==> src/hw/bk3cfg_pkg.sv <==
// Constants and types for the third step-down regulator register bank.
// How it works
// - Config A bit 4: passive discharge in hard reset, or also when disabled.
// - Config A bit 3: active discharge in hard reset, or also when disabled.
// - Config A bit 2 slows switch-node edges threefold.
// - Config A bit 1 halves the power transistor size.
// - Config A bit 0 makes freewheel entry also wait for high switch node.
// - Config B bit 6 disables low-dropout fallback at low ratios.
// - Config B bit 5 lets pin four drive fast transient mode.
// - Config B bit 4 forces continuous pulse-width modulation.
// - Config B bit 3 fixes peak current at the code instead of adaptive.
// - Peak register bit 7 bypasses the table; only then the code applies.
// - Voltage code bits 5:0; output is 550 mV plus code times step.
// - Pin selection acts only when sequencing is 111 and enable is 10.
// - With several pins selected, enable is the OR of them.
// - Fast mode raises quiescent current for better transient response.
package bk3cfg_pkg;

	// Register offsets.
	localparam logic [7:0] ADDR_CFG_A = 8'h35;
	localparam logic [7:0] ADDR_CFG_B = 8'h36;
	localparam logic [7:0] ADDR_PEAK = 8'h37;
	localparam logic [7:0] ADDR_VOUT = 8'h38;
	localparam logic [7:0] ADDR_PINS = 8'h39;

	// Writable bit masks; all other bits hold zero.
	localparam logic [7:0] MASK_CFG_A = 8'hff;
	localparam logic [7:0] MASK_CFG_B = 8'h78;
	localparam logic [7:0] MASK_PEAK = 8'h8f;
	localparam logic [7:0] MASK_VOUT = 8'h3f;
	localparam logic [7:0] MASK_PINS = 8'hff;

	// Field positions in config A.
	localparam int CFGA_INTEG_DIS = 7;
	localparam int CFGA_PGOOD_ENA = 6;
	localparam int CFGA_FAST = 5;
	localparam int CFGA_PSV_DSC = 4;
	localparam int CFGA_ACT_DSC = 3;
	localparam int CFGA_SLOW_EDGE = 2;
	localparam int CFGA_HALVING = 1;
	localparam int CFGA_LX_SENSE = 0;
	// Field positions in config B.
	localparam int CFGB_LDO_DIS = 6;
	localparam int CFGB_PIN4_FAST = 5;
	localparam int CFGB_FPWM = 4;
	localparam int CFGB_ADPT_DIS = 3;
	// Field positions in the peak register and the multi-purpose pins.
	localparam int PEAK_TABLE_BYP = 7;
	localparam int PIN_FOUR = 4;

	// Reset values of every register.
	localparam logic [7:0] RST_VAL = 8'h00;

	// Enable decode values.
	localparam logic [2:0] SEQ_PIN_CTL = 3'h7;
	localparam logic [2:0] SEQ_EARLY_LO = 3'h2;
	localparam logic [2:0] SEQ_EARLY_HI = 3'h4;
	localparam logic [1:0] EN_ON = 2'h1;
	localparam logic [1:0] EN_PINS = 2'h2;

	// Analog scaling.
	localparam logic [8:0] PEAK_STEP_MA = 9'h019;
	localparam logic [11:0] VOUT_BASE_MV = 12'h226;

	// Register contents.
	typedef struct packed {
		logic [7:0] cfg_a;
		logic [7:0] cfg_b;
		logic [7:0] peak;
		logic [7:0] vout;
		logic [7:0] pins;
	} bk3cfg_regs_t;

	// Controls handed to the analog regulator.
	typedef struct packed {
		logic enable;
		logic passive_dsc;
		logic active_dsc;
		logic slow_edge;
		logic transistor_halving;
		logic freewheel_sense;
		logic integrator_dis;
		logic pgood_ena;
		logic fast_mode;
		logic dropout_fallback_dis;
		logic forced_pwm;
		logic peak_fixed;
		logic [8:0] peak_ma;
		logic [11:0] vout_mv;
	} bk3cfg_ctrl_t;

	// Whole state of the bank.
	typedef struct packed {
		bk3cfg_regs_t regs;
		logic [7:0] pin_meta;
		logic [7:0] pin_sync;
		logic [7:0] rd_data;
		bk3cfg_ctrl_t ctrl;
	} bk3cfg_state_t;

endpackage

==> src/hw/bk3cfg_bank.sv <==
// Register bank and control decode for the third step-down regulator.
`timescale 1ns/10ps
module bk3cfg_bank (
	// Clock and reset.
	input wire logic clock_i,
	input wire logic sys_rst_i,
	// Register port from the serial target.
	input wire logic [7:0] reg_addr_i,
	input wire logic reg_wr_i,
	input wire logic reg_rd_i,
	input wire logic [7:0] reg_wdata_i,
	output logic [7:0] reg_rdata_o,
	// Enable register fields and system state.
	input wire logic [2:0] reg3_sequencing_field_i,
	input wire logic [1:0] reg3_enable_field_i,
	input wire logic boot_step_done_i,
	input wire logic hard_reset_i,
	input wire logic [6:0] reg3_voltage_step_i,
	// Multi-purpose pins, asynchronous.
	input wire logic [7:0] multipurpose_pin_i,
	// Controls to the regulator.
	output bk3cfg_pkg::bk3cfg_ctrl_t ctrl_o
);

	bk3cfg_pkg::bk3cfg_state_t state_reg;
	bk3cfg_pkg::bk3cfg_state_t state_next;

	// Applies a write mask so unused bits stay zero.
	function automatic logic [7:0] masked(input logic [7:0] d,
		input logic [7:0] m);
		masked = d & m;
	endfunction

	// Next state: register writes, read data, pin sync and control decode.
	// Controls are built from the current registers, so they follow a write
	// by one cycle; this keeps every output on a flip-flop.
	always_comb begin
		logic [7:0] sel_pins;
		logic seq_early;
		logic [1:0] en_f;
		logic [2:0] seq_f;
		state_next = state_reg;
		sel_pins = state_reg.pin_sync & state_reg.regs.pins;
		en_f = reg3_enable_field_i;
		seq_f = reg3_sequencing_field_i;
		seq_early = (seq_f >= bk3cfg_pkg::SEQ_EARLY_LO) &&
			(seq_f <= bk3cfg_pkg::SEQ_EARLY_HI);
		state_next.pin_meta = multipurpose_pin_i;
		state_next.pin_sync = state_reg.pin_meta;
		if (reg_wr_i) begin
			case (reg_addr_i)
				bk3cfg_pkg::ADDR_CFG_A: state_next.regs.cfg_a =
					masked(reg_wdata_i, bk3cfg_pkg::MASK_CFG_A);
				bk3cfg_pkg::ADDR_CFG_B: state_next.regs.cfg_b =
					masked(reg_wdata_i, bk3cfg_pkg::MASK_CFG_B);
				bk3cfg_pkg::ADDR_PEAK: state_next.regs.peak =
					masked(reg_wdata_i, bk3cfg_pkg::MASK_PEAK);
				bk3cfg_pkg::ADDR_VOUT: state_next.regs.vout =
					masked(reg_wdata_i, bk3cfg_pkg::MASK_VOUT);
				bk3cfg_pkg::ADDR_PINS: state_next.regs.pins =
					masked(reg_wdata_i, bk3cfg_pkg::MASK_PINS);
				default: state_next.regs = state_reg.regs;
			endcase
		end
		// Unmapped addresses read as zero.
		if (reg_rd_i) begin
			case (reg_addr_i)
				bk3cfg_pkg::ADDR_CFG_A: state_next.rd_data = state_reg.regs.cfg_a;
				bk3cfg_pkg::ADDR_CFG_B: state_next.rd_data = state_reg.regs.cfg_b;
				bk3cfg_pkg::ADDR_PEAK: state_next.rd_data = state_reg.regs.peak;
				bk3cfg_pkg::ADDR_VOUT: state_next.rd_data = state_reg.regs.vout;
				bk3cfg_pkg::ADDR_PINS: state_next.rd_data = state_reg.regs.pins;
				default: state_next.rd_data = 8'h00;
			endcase
		end
		// Enable decode; pins only count under pin control, ORed together.
		if ((seq_f == bk3cfg_pkg::SEQ_PIN_CTL) &&
			(en_f == bk3cfg_pkg::EN_PINS)) begin
			state_next.ctrl.enable = |sel_pins;
		end else if (seq_f == bk3cfg_pkg::SEQ_PIN_CTL) begin
			state_next.ctrl.enable = (en_f == bk3cfg_pkg::EN_ON);
		end else begin
			state_next.ctrl.enable = seq_early & boot_step_done_i;
		end
		// Discharge always in hard reset, optionally while disabled.
		state_next.ctrl.passive_dsc = hard_reset_i |
			(state_reg.regs.cfg_a[bk3cfg_pkg::CFGA_PSV_DSC] &
			~state_reg.ctrl.enable);
		state_next.ctrl.active_dsc = hard_reset_i |
			(state_reg.regs.cfg_a[bk3cfg_pkg::CFGA_ACT_DSC] &
			~state_reg.ctrl.enable);
		state_next.ctrl.slow_edge =
			state_reg.regs.cfg_a[bk3cfg_pkg::CFGA_SLOW_EDGE];
		state_next.ctrl.transistor_halving =
			state_reg.regs.cfg_a[bk3cfg_pkg::CFGA_HALVING];
		// Software must leave this clear for outputs at or below 1.6 V.
		state_next.ctrl.freewheel_sense =
			state_reg.regs.cfg_a[bk3cfg_pkg::CFGA_LX_SENSE];
		state_next.ctrl.integrator_dis =
			state_reg.regs.cfg_a[bk3cfg_pkg::CFGA_INTEG_DIS];
		state_next.ctrl.pgood_ena =
			state_reg.regs.cfg_a[bk3cfg_pkg::CFGA_PGOOD_ENA];
		// Fast mode trades quiescent current for transient response.
		if (state_reg.regs.cfg_b[bk3cfg_pkg::CFGB_PIN4_FAST]) begin
			state_next.ctrl.fast_mode =
				state_reg.pin_sync[bk3cfg_pkg::PIN_FOUR];
		end else begin
			state_next.ctrl.fast_mode =
				state_reg.regs.cfg_a[bk3cfg_pkg::CFGA_FAST];
		end
		state_next.ctrl.dropout_fallback_dis =
			state_reg.regs.cfg_b[bk3cfg_pkg::CFGB_LDO_DIS];
		state_next.ctrl.forced_pwm =
			state_reg.regs.cfg_b[bk3cfg_pkg::CFGB_FPWM];
		// The fixed code applies only with adaptive off and table bypassed.
		state_next.ctrl.peak_fixed =
			state_reg.regs.cfg_b[bk3cfg_pkg::CFGB_ADPT_DIS] &
			state_reg.regs.peak[bk3cfg_pkg::PEAK_TABLE_BYP];
		state_next.ctrl.peak_ma = 9'(state_reg.regs.peak[3:0] *
			bk3cfg_pkg::PEAK_STEP_MA);
		state_next.ctrl.vout_mv = 12'(bk3cfg_pkg::VOUT_BASE_MV +
			12'(state_reg.regs.vout[5:0] * reg3_voltage_step_i));
	end

	// State register; everything clears to zero on reset.
	always_ff @(posedge clock_i or posedge sys_rst_i) begin
		if (sys_rst_i) begin
			state_reg <= '0;
		end else begin
			state_reg <= state_next;
		end
	end

	assign reg_rdata_o = state_reg.rd_data;
	assign ctrl_o = state_reg.ctrl;
endmodule

==> config.mk <==
export PLATFORM = sky130hd
export DESIGN_NAME = bk3cfg_bank
export DESIGN_NICKNAME = d
export VERILOG_FILES = /design/src/hw/bk3cfg_pkg.sv /design/src/hw/bk3cfg_bank.sv
export SDC_FILE = /design/constraint.sdc
export NUM_CORES = 1
export LEC_CHECK = 0
export BUFFER_PORTS_ARGS = -buffer_cell sky130_fd_sc_hd__buf_2
export CAP_MARGIN = 10
export CORE_AREA = 3 3 97 99
export CTS_BUF_LIST = sky130_fd_sc_hd__clkbuf_2
export DETAILED_ROUTE_END_ITERATION = 6
export DIE_AREA = 0 0 100 102
export HOLD_SLACK_MARGIN = 0.15
export PLACE_DENSITY = 0.81
export SKIP_LAST_GASP = 1
export SYNTH_ARGS = -nofsm -noshare
export SYNTH_HDL_FRONTEND = slang
export SYNTH_SLANG_ARGS = --single-unit
export TNS_END_PERCENT = 5
==> constraint.sdc <==
create_clock -name clock_i -period 5.3 [get_ports clock_i]
set_input_delay 0 -clock clock_i [delete_from_list [all_inputs] [get_ports clock_i]]
set_output_delay 0 -clock clock_i [all_outputs]
set_load 0.05 [all_outputs]
# Word level (Yosys, flattened, before mapping)
# Index checks and enable logic that the tools add are counted.
[op_classes]
multipliers = 2
n_bitwise = 8
n_reduce_logical = 8
order_cmp = 2
n_eq_ne = 8
addsub = 1
n_mux = 4
[ops]
columns = ["operator", "n"]
rows = [
  ["equality test 8 x 6 -> 1 bit, second input constant", 5],
  ["case mux 8 bit (5 select lines)", 1],
  ["adder 10 x 12 -> 12 bit, first input constant", 1],
  ["multiplier 6 x 7 -> 12 bit", 1],
  ["AND reduction 2 bit", 5],
  ["multiplier 4 x 5 -> 9 bit, second input constant", 1],
  ["AND 8 bit", 1],
  ["OR reduction 8 bit", 1],
  ["AND 1 bit", 4],
  ["equality test 3 bit, second input constant", 1],
  ["greater-or-equal comparator 3 x 2 -> 1 bit, second input constant", 1],
  ["<= comparator 3 bit, second input constant", 1],
  ["2-to-1 mux 1 bit", 3],
  ["equality test 2 x 1 -> 1 bit, second input constant", 1],
  ["equality test 2 bit, second input constant", 1],
  ["logical AND 1 bit", 2],
  ["OR 1 bit", 2],
  ["NOT 1 bit", 1],
]
[word_totals]
input_bits = 42
output_inout_bits = 41
wordCells = 55
register_bits = 88

# Depth between registers and ports, before layout
# Gate-level depths: netlist of the first run.
[logic_depth]
word_depth = 5
depth_mapped = 15
ltp_nobuf = 13

# Worst setup path before layout of the first run
# No wires, ideal clock.
[synth_timing]
kind = "reg-to-reg"
from = "register state_reg[68] in the netlist's numbering"
to = "register state_reg (netlist bit ctrl_o[9])"
t_required_ns = 5.220
setup_time_ns = 0.080
arrival_time_ns = 3.699
n_path_buf = 0
stages_incl_launch_ff = 14
synth_period_minus_slack_ns = 3.779
setup_slack_ns = 1.521
cell_sequence = "dfrtp_1 > and2_1 > fa_1 > inv_1 > fa_1 > inv_1 > fa_1 > fa_1 > ha_1 > nand3_1 > o2111ai_1 > a21o_1 > a21oi_1 > xnor2_1"
[synth_lines]
columns = ["element", "line_no", "text"]
rows = [
  ["start: declaration", "bk3cfg_bank.sv:25", "bk3cfg_pkg::bk3cfg_state_t state_reg;"],
  ["start signal: assignment", "bk3cfg_bank.sv:130", "state_reg <= state_next;"],
]

==> out/qor.yml, run 1 <==
fin_nets: 615
syn_nets: 523
gr-total-overflow: 0
grt_max_degree: 89
max_slew_margin: 0.291
clockBufferDepth: 2
drt_first_pass_iters: 4
critPathKind: "flip-flop to flip-flop"
ys_types: 46
synth_top_cells_by_count: "88 x dfrtp_1, 42 x buf_4, 40 x ha_1"
drc: 0
tns_ns: 0
clk_pin_slew_worst_paths_ns: 0.23
critPathArrivalTime_ns: 4.51
dp_cells: 564
crit_family: "adder cells"
critical_path.most_common_cell: "fa_1"
crit_chain: "and2_1 > fa_1 > inv_1 > fa_1 > inv_1 > fa_1 > fa_1 > ha_1 > nand3_1 > o2111ai_1 > a21o_1 > a21oi_1 > xnor2_1"
cts_inserted_buffers: 9
drt_iter0_drc: 146
synthArstFlopShare: 1.00
status: "finished, final reports clean"
maxCapViolations: 0
synth_top_area_cell: "dfrtp_1"
ios: 83
tightest_slew_ns: 1.06
area_delta_synth_final_pct: 15.5
crit_fanout: 9
gp_congestion: 0.839
ys_seq_area_frac: 0.437
drv_slew: 0
initial_core_util: 0.584
core_um2: 8640
final_cells: 625
setup_viol: 0
worstPathRequired_ns: 5.78
row_count: 34
ant_nets: 0
cts_root_buffer: "clkbuf_2"
synth_top_area_share: 0.437
ys_ff_latch: 88
finalPower_mw: 1.37
die-area_um2: 10200
numPortBuffers: 82
fmax_mhz: 248
cts_max_level: 3
powerDensity_nw_per_um2: 235
crit_buf_inv: 2
synth.area.top_cells: "dfrtp_1 44%, ha_1 9.9%, fa_1 8.3%, mux2_2 6.9%, buf_4 6.3%"
die_y_um: 102
fin_crit_sh: 0.760
synth.most_common_cell: "dfrtp_1"
dp_hpwl_um: 7130
dr_total_vias: 3397
netlist_area_um2: 5040
drt_wl_total_um: 9860
yosysWarnings: 0
finClkSkew_ns: 0.0237
critPathMaxStageDelay_ns: 0.53
grt_pass1_vias: 3525
syn_inst: 420
wire_per_inst_um: 15.8
chipWidth_um: 100
via_per_inst: 5.44
hold_path.class: "input pin to flip-flop"
grt.total_usage: 0.207
diodes: 0
largest_reg_flops: 33
grt_pass1_wl_um: 16800
antenna_found_initial: 0
setup.worst_path.start_class: "flip-flop"
end_kind: "flip-flop"
clock_sinks: 88
layout-drive-gt1-share: 0.267
post_cts_resized: 0
synth_edf_count: 0
ys.flop_type: "dfrtp_1"
leakage_nw: 3.07
timing.final.crit_period_ns: 4.03
insertion_delay_ns: 0.55
cp_slowest_cell: "fa_1"
syn_area_per_cell_um2: 12.0
hold_viol: 0
peakVddDrop_uv: 120
nFillCells: 671
rsz0062_at_grt: "no"
cts_tree: "yes"
-- final cells by class --
class,instances,area (µm²),share of cell area
Multi-Input combinational cell,252,2380,0.409
Sequential cell,88,2200,0.378
Tap cell,108,135,0.0232
Timing Repair Buffer,128,868,0.149
Clock inverter,7,68.8,0.0118
Inverter,33,125,0.0215
Clock buffer,9,45.0,0.00773
-- per-stage QoR --
step / hold WS, ns / worst slack, ns / util / area, µm²
after global routing: 0.191 / 1.08 / 0.675 / 5830
after floorplan: 0.0314 / 1.52 / - / 5040
final: 0.211 / 1.27 / 0.675 / 5830
after detailed placement: 0.109 / 1.30 / 0.609 / 5260
after CTS: 0.175 / 1.27 / 0.675 / 5830
after global placement: 0.108 / 1.39 / 0.609 / 5260
-- layout by cell type, fill, tap and decap left out, types with 4 or more instances in the layout --
cell type      synthesis  routed
dfrtp_1               88      88
xor2_1                 4       4
clkbuf_2               0       9
a21oi_1                9       9
nand3_1               11      11
mux2_2                31      31
ha_1                  40      40
a22oi_1               12      12
o21ai_0                7       7
fa_1                  21      21
nor2_1                 6       6
inv_1                 33      32
nand2_1               16      16
a21o_1                 4       4
a22o_1                 7       7
and2_1                34      34
xnor2_1               11      11
dlygate4sd3_1          0      45
buf_2                  3      82
o22ai_1                4       4
-- worst reg2reg max path, cell delays in order (launching register included) --
cell and delay (ns):
dfrtp_1 0.52, and2_1 0.20, fa_1 0.53, inv_1 0.05, fa_1 0.48, inv_1 0.06, fa_1 0.50, fa_1 0.49
ha_1 0.36, nand3_1 0.09, o2111ai_1 0.19, a21o_1 0.23, a21oi_1 0.17, xnor2_1 0.14
-- power breakdown --
group | total, mW | leakage [nW] | internal (mW) | switching, mW
sequential | 0.734 | 1.15 | 0.712 | 0.0221
combinational | 0.293 | 1.84 | 0.105 | 0.189
clock | 0.340 | 0.0717 | 0.110 | 0.231
-- metal layers --
metal	vias to the layer above	wire length, µm	track usage
met5	-	0	0
met4	0	130	0.0632
met3	9	660	0.0389
met2	112	5030	0.352
met1	1696	4040	0.272
li1	1580	-	-
-- final timing paths --
path	startpoint	to	slack (ns)	cells after the start
setup / recovery	state_reg[68]	ctrl_o[9]	1.27	13
min in group asynchronous	sys_rst_i	ctrl_o[5]	0.31	4
hold / removal	reg3_voltage_step_i[5]	ctrl_o[5]	0.21	5
hold reg to reg	state_next[45]	state_reg[45]	0.38	0
max in group asynchronous	sys_rst_i	state_reg[70]	4.32	4
setup reg to reg	state_reg[68]	ctrl_o[9]	1.27	13
-- kinds of logic after synthesis --
group                    count (synthesis)  synth area share
multiplexers                            34            0.0754
adder cells (fa/ha/maj)                 61             0.183
flip-flops                              88             0.437
XOR/XNOR                                15            0.0260
AND/OR/NAND/NOR                         87             0.110
buffers and inverters                   80            0.0915
AO/OA/AOI/OAI                           55            0.0779
-- repair_timing --
action | in CTS | in global routing
endpoints found under the setup margin | 0 | 0
hold endpoints to repair | 142 | 0
setup buffers | 0 | 0
hold buffers | 45 | 0
No activity file was read; power rests on OpenSTA's default activity.
==> run 2: changes to the inputs <==
==> constraint.sdc (replaced) <==
create_clock -name clock_i -period 4.22 [get_ports clock_i]
set_input_delay 0 -clock clock_i [delete_from_list [all_inputs] [get_ports clock_i]]
set_output_delay 0 -clock clock_i [all_outputs]
set_load 0.05 [all_outputs]
==> run 2 against run 1 <==
Compared with the run above:
- non-clock buffer count increased by 3
- first-iteration DRC count is 7.5% higher
- design area is 0.90% higher
- flip-flop and latch count did not move
- count of clock-buffer cells in the layout unchanged
- sequential power increased by 26%
- largest power group unchanged
- global-route usage increased by 0.63 points
==> out/qor.yml, run 2 (synthesis gave the netlist of run 1 again) <==
status: "finished, final reports clean"
end_kind: "flip-flop"
grt_max_degree: 50  # -44%
tns_ns: 0  # unchanged
layout-drive-gt1-share: 0.275  # +0.00808
row_count: 34  # unchanged
clk_pin_slew_worst_paths_ns: 0.30  # +0.07 ns
fin_nets: 618  # +0.49%
grtUsageMet2: 0.378  # +0.0262
fin_crit_sh: 0.954  # +0.194
dp_hpwl_um: 7330  # +2.8%
chipWidth_um: 100  # unchanged
grt_pass1_wl_um: 17100  # +1.9%
cts_root_buffer: "clkbuf_2"
peakVddDrop_uv: 151  # +26%
drt_wl_total_um: 10300  # +4.5%
clockBufferDepth: 2  # unchanged
wire_per_inst_um: 16.4  # +4.0%
critPathKind: "flip-flop to flip-flop"
layout_common_cells: "87 x dfrtp_1, 82 x buf_2, 47 x dlygate4sd3_1"
numPortBuffers: 82  # unchanged
final_cells: 628  # +0.48%
place_area_um2: 5270  # +0.14%
use_met3: 0.0457  # +0.00683
gr-total-overflow: 0  # unchanged
grt_pass1_vias: 3574  # +1.4%
finalPower_mw: 1.76  # +29%
timing.final.crit_period_ns: 4.03  # -0.00254 ns
insertion_delay_ns: 0.55  # about the same
diodes: 0  # unchanged
cts_max_level: 3  # unchanged
cts_tree: "yes"
antenna_found_initial: 0  # unchanged
initial_core_util: 0.584  # unchanged
powerDensity_nw_per_um2: 300  # +28%
dp_cells: 565  # +0.18%
max_slew_margin: 0.555  # +0.264
fmax_mhz: 248  # about the same
via_per_inst: 5.50  # +1.3%
setup_viol: 0  # unchanged
grt.total_usage: 0.213  # +0.00628
maxCapViolations: 0  # unchanged
ant_nets: 0  # unchanged
drt_first_pass_iters: 6  # +2
rsz0062_at_grt: "no"
fin_hold_ws_ns: 0.224  # +0.0130 ns
dr_total_vias: 3456  # +1.7%
drv_slew: 0  # unchanged
final_common_cell: "dfrtp_1"
area_delta_synth_final_pct: 16.5
setup.worst_path.start_class: "flip-flop"
hold_viol: 0  # unchanged
tightest_slew_ns: 0.667  # -0.397 ns
core_um2: 8640  # unchanged
grt.busiest_layer: "met2"
clock_sinks: 88  # unchanged
final_area_um2: 5880  # +0.90%
leakage_nw: 3.08  # +0.51%
die-area_um2: 10200  # unchanged
die_y_um: 102  # unchanged
worstPathRequired_ns: 4.70  # -1.08 ns
crit_fanout: 9  # unchanged
ios: 83  # unchanged
critPathArrivalTime_ns: 4.50  # about the same
grt_util_met1: 0.266  # -0.00579
gp_congestion: 0.841  # +0.23%
nFillCells: 638  # -4.9%
largest_reg_flops: 33  # unchanged
drc: 0  # unchanged
drt_iter0_drc: 157  # +7.5%
finClkSkew_ns: 0.0483  # +0.0246 ns
cts_inserted_buffers: 9  # unchanged
hold_path.class: "input pin to flip-flop"
==> run 2: metal layers <==
layer	share of wire	up-vias
met5	0	-
met4	0.0094	0
met3	0.061	10
met2	0.54	117
met1	0.39	1738
li1	-	1591
==> run 2: power by group <==
| part | switching, mW | internal [mW] |
|---|---|---|
| combinational | 0.241 | 0.134 |
| clock | 0.314 | 0.150 |
| sequential | 0.0278 | 0.895 |
==> run 2: final timing paths <==
kind	endpoint	slack (ns)	cells after the start	start
min	state_next[26]	0.22	3	reg_wdata_i[7]
max reg2reg	ctrl_o[9]	0.19	13	state_reg[67]
min in group asynchronous	ctrl_o[21]	0.58	4	sys_rst_i
max in group asynchronous	state_reg[43]	2.57	5	sys_rst_i
max	ctrl_o[9]	0.19	13	state_reg[67]
min reg2reg	ctrl_o[22]	0.38	0	state_next[22]
==> run 2: repair_timing <==
item	in CTS	in global routing
hold buffers	47	0
endpoints found under the setup margin	0	1
hold endpoints to repair	126	0
buffers inserted	0	0
gates resized for setup	0	2
==> run 2: area by class of cell <==
| cell class | count | area (µm²) | share of cell area |
|---|---|---|---|
| Tap cell | 108 | 135 | 0.0230 |
| Multi-Input combinational cell | 252 | 2380 | 0.406 |
| Sequential cell | 88 | 2200 | 0.375 |
| Clock buffer | 9 | 45.0 | 0.00766 |
| Clock inverter | 7 | 88.8 | 0.0151 |
| Inverter | 33 | 125 | 0.0213 |
| Timing Repair Buffer | 131 | 896 | 0.152 |
==> run 2: through the flow <==
stage	utilization	setup slack [ns]
floorplan	-	0.441
global placement	0.610	0.353
detailed placement	0.610	0.196
CTS	0.680	0.143
global route	0.681	0.0205
finish	0.681	0.193
==> run 2: worst max-delay path, stage by stage, from the launching register on <==
cell       delay, ns
dfrtp_2         0.51
and2_1          0.19
fa_1            0.50
inv_1           0.05
fa_1            0.48
inv_1           0.06
fa_1            0.51
fa_1            0.49
ha_1            0.36
nand3_1         0.10
o2111ai_1       0.20
a21o_1          0.23
a21oi_1         0.16
xnor2_1         0.14
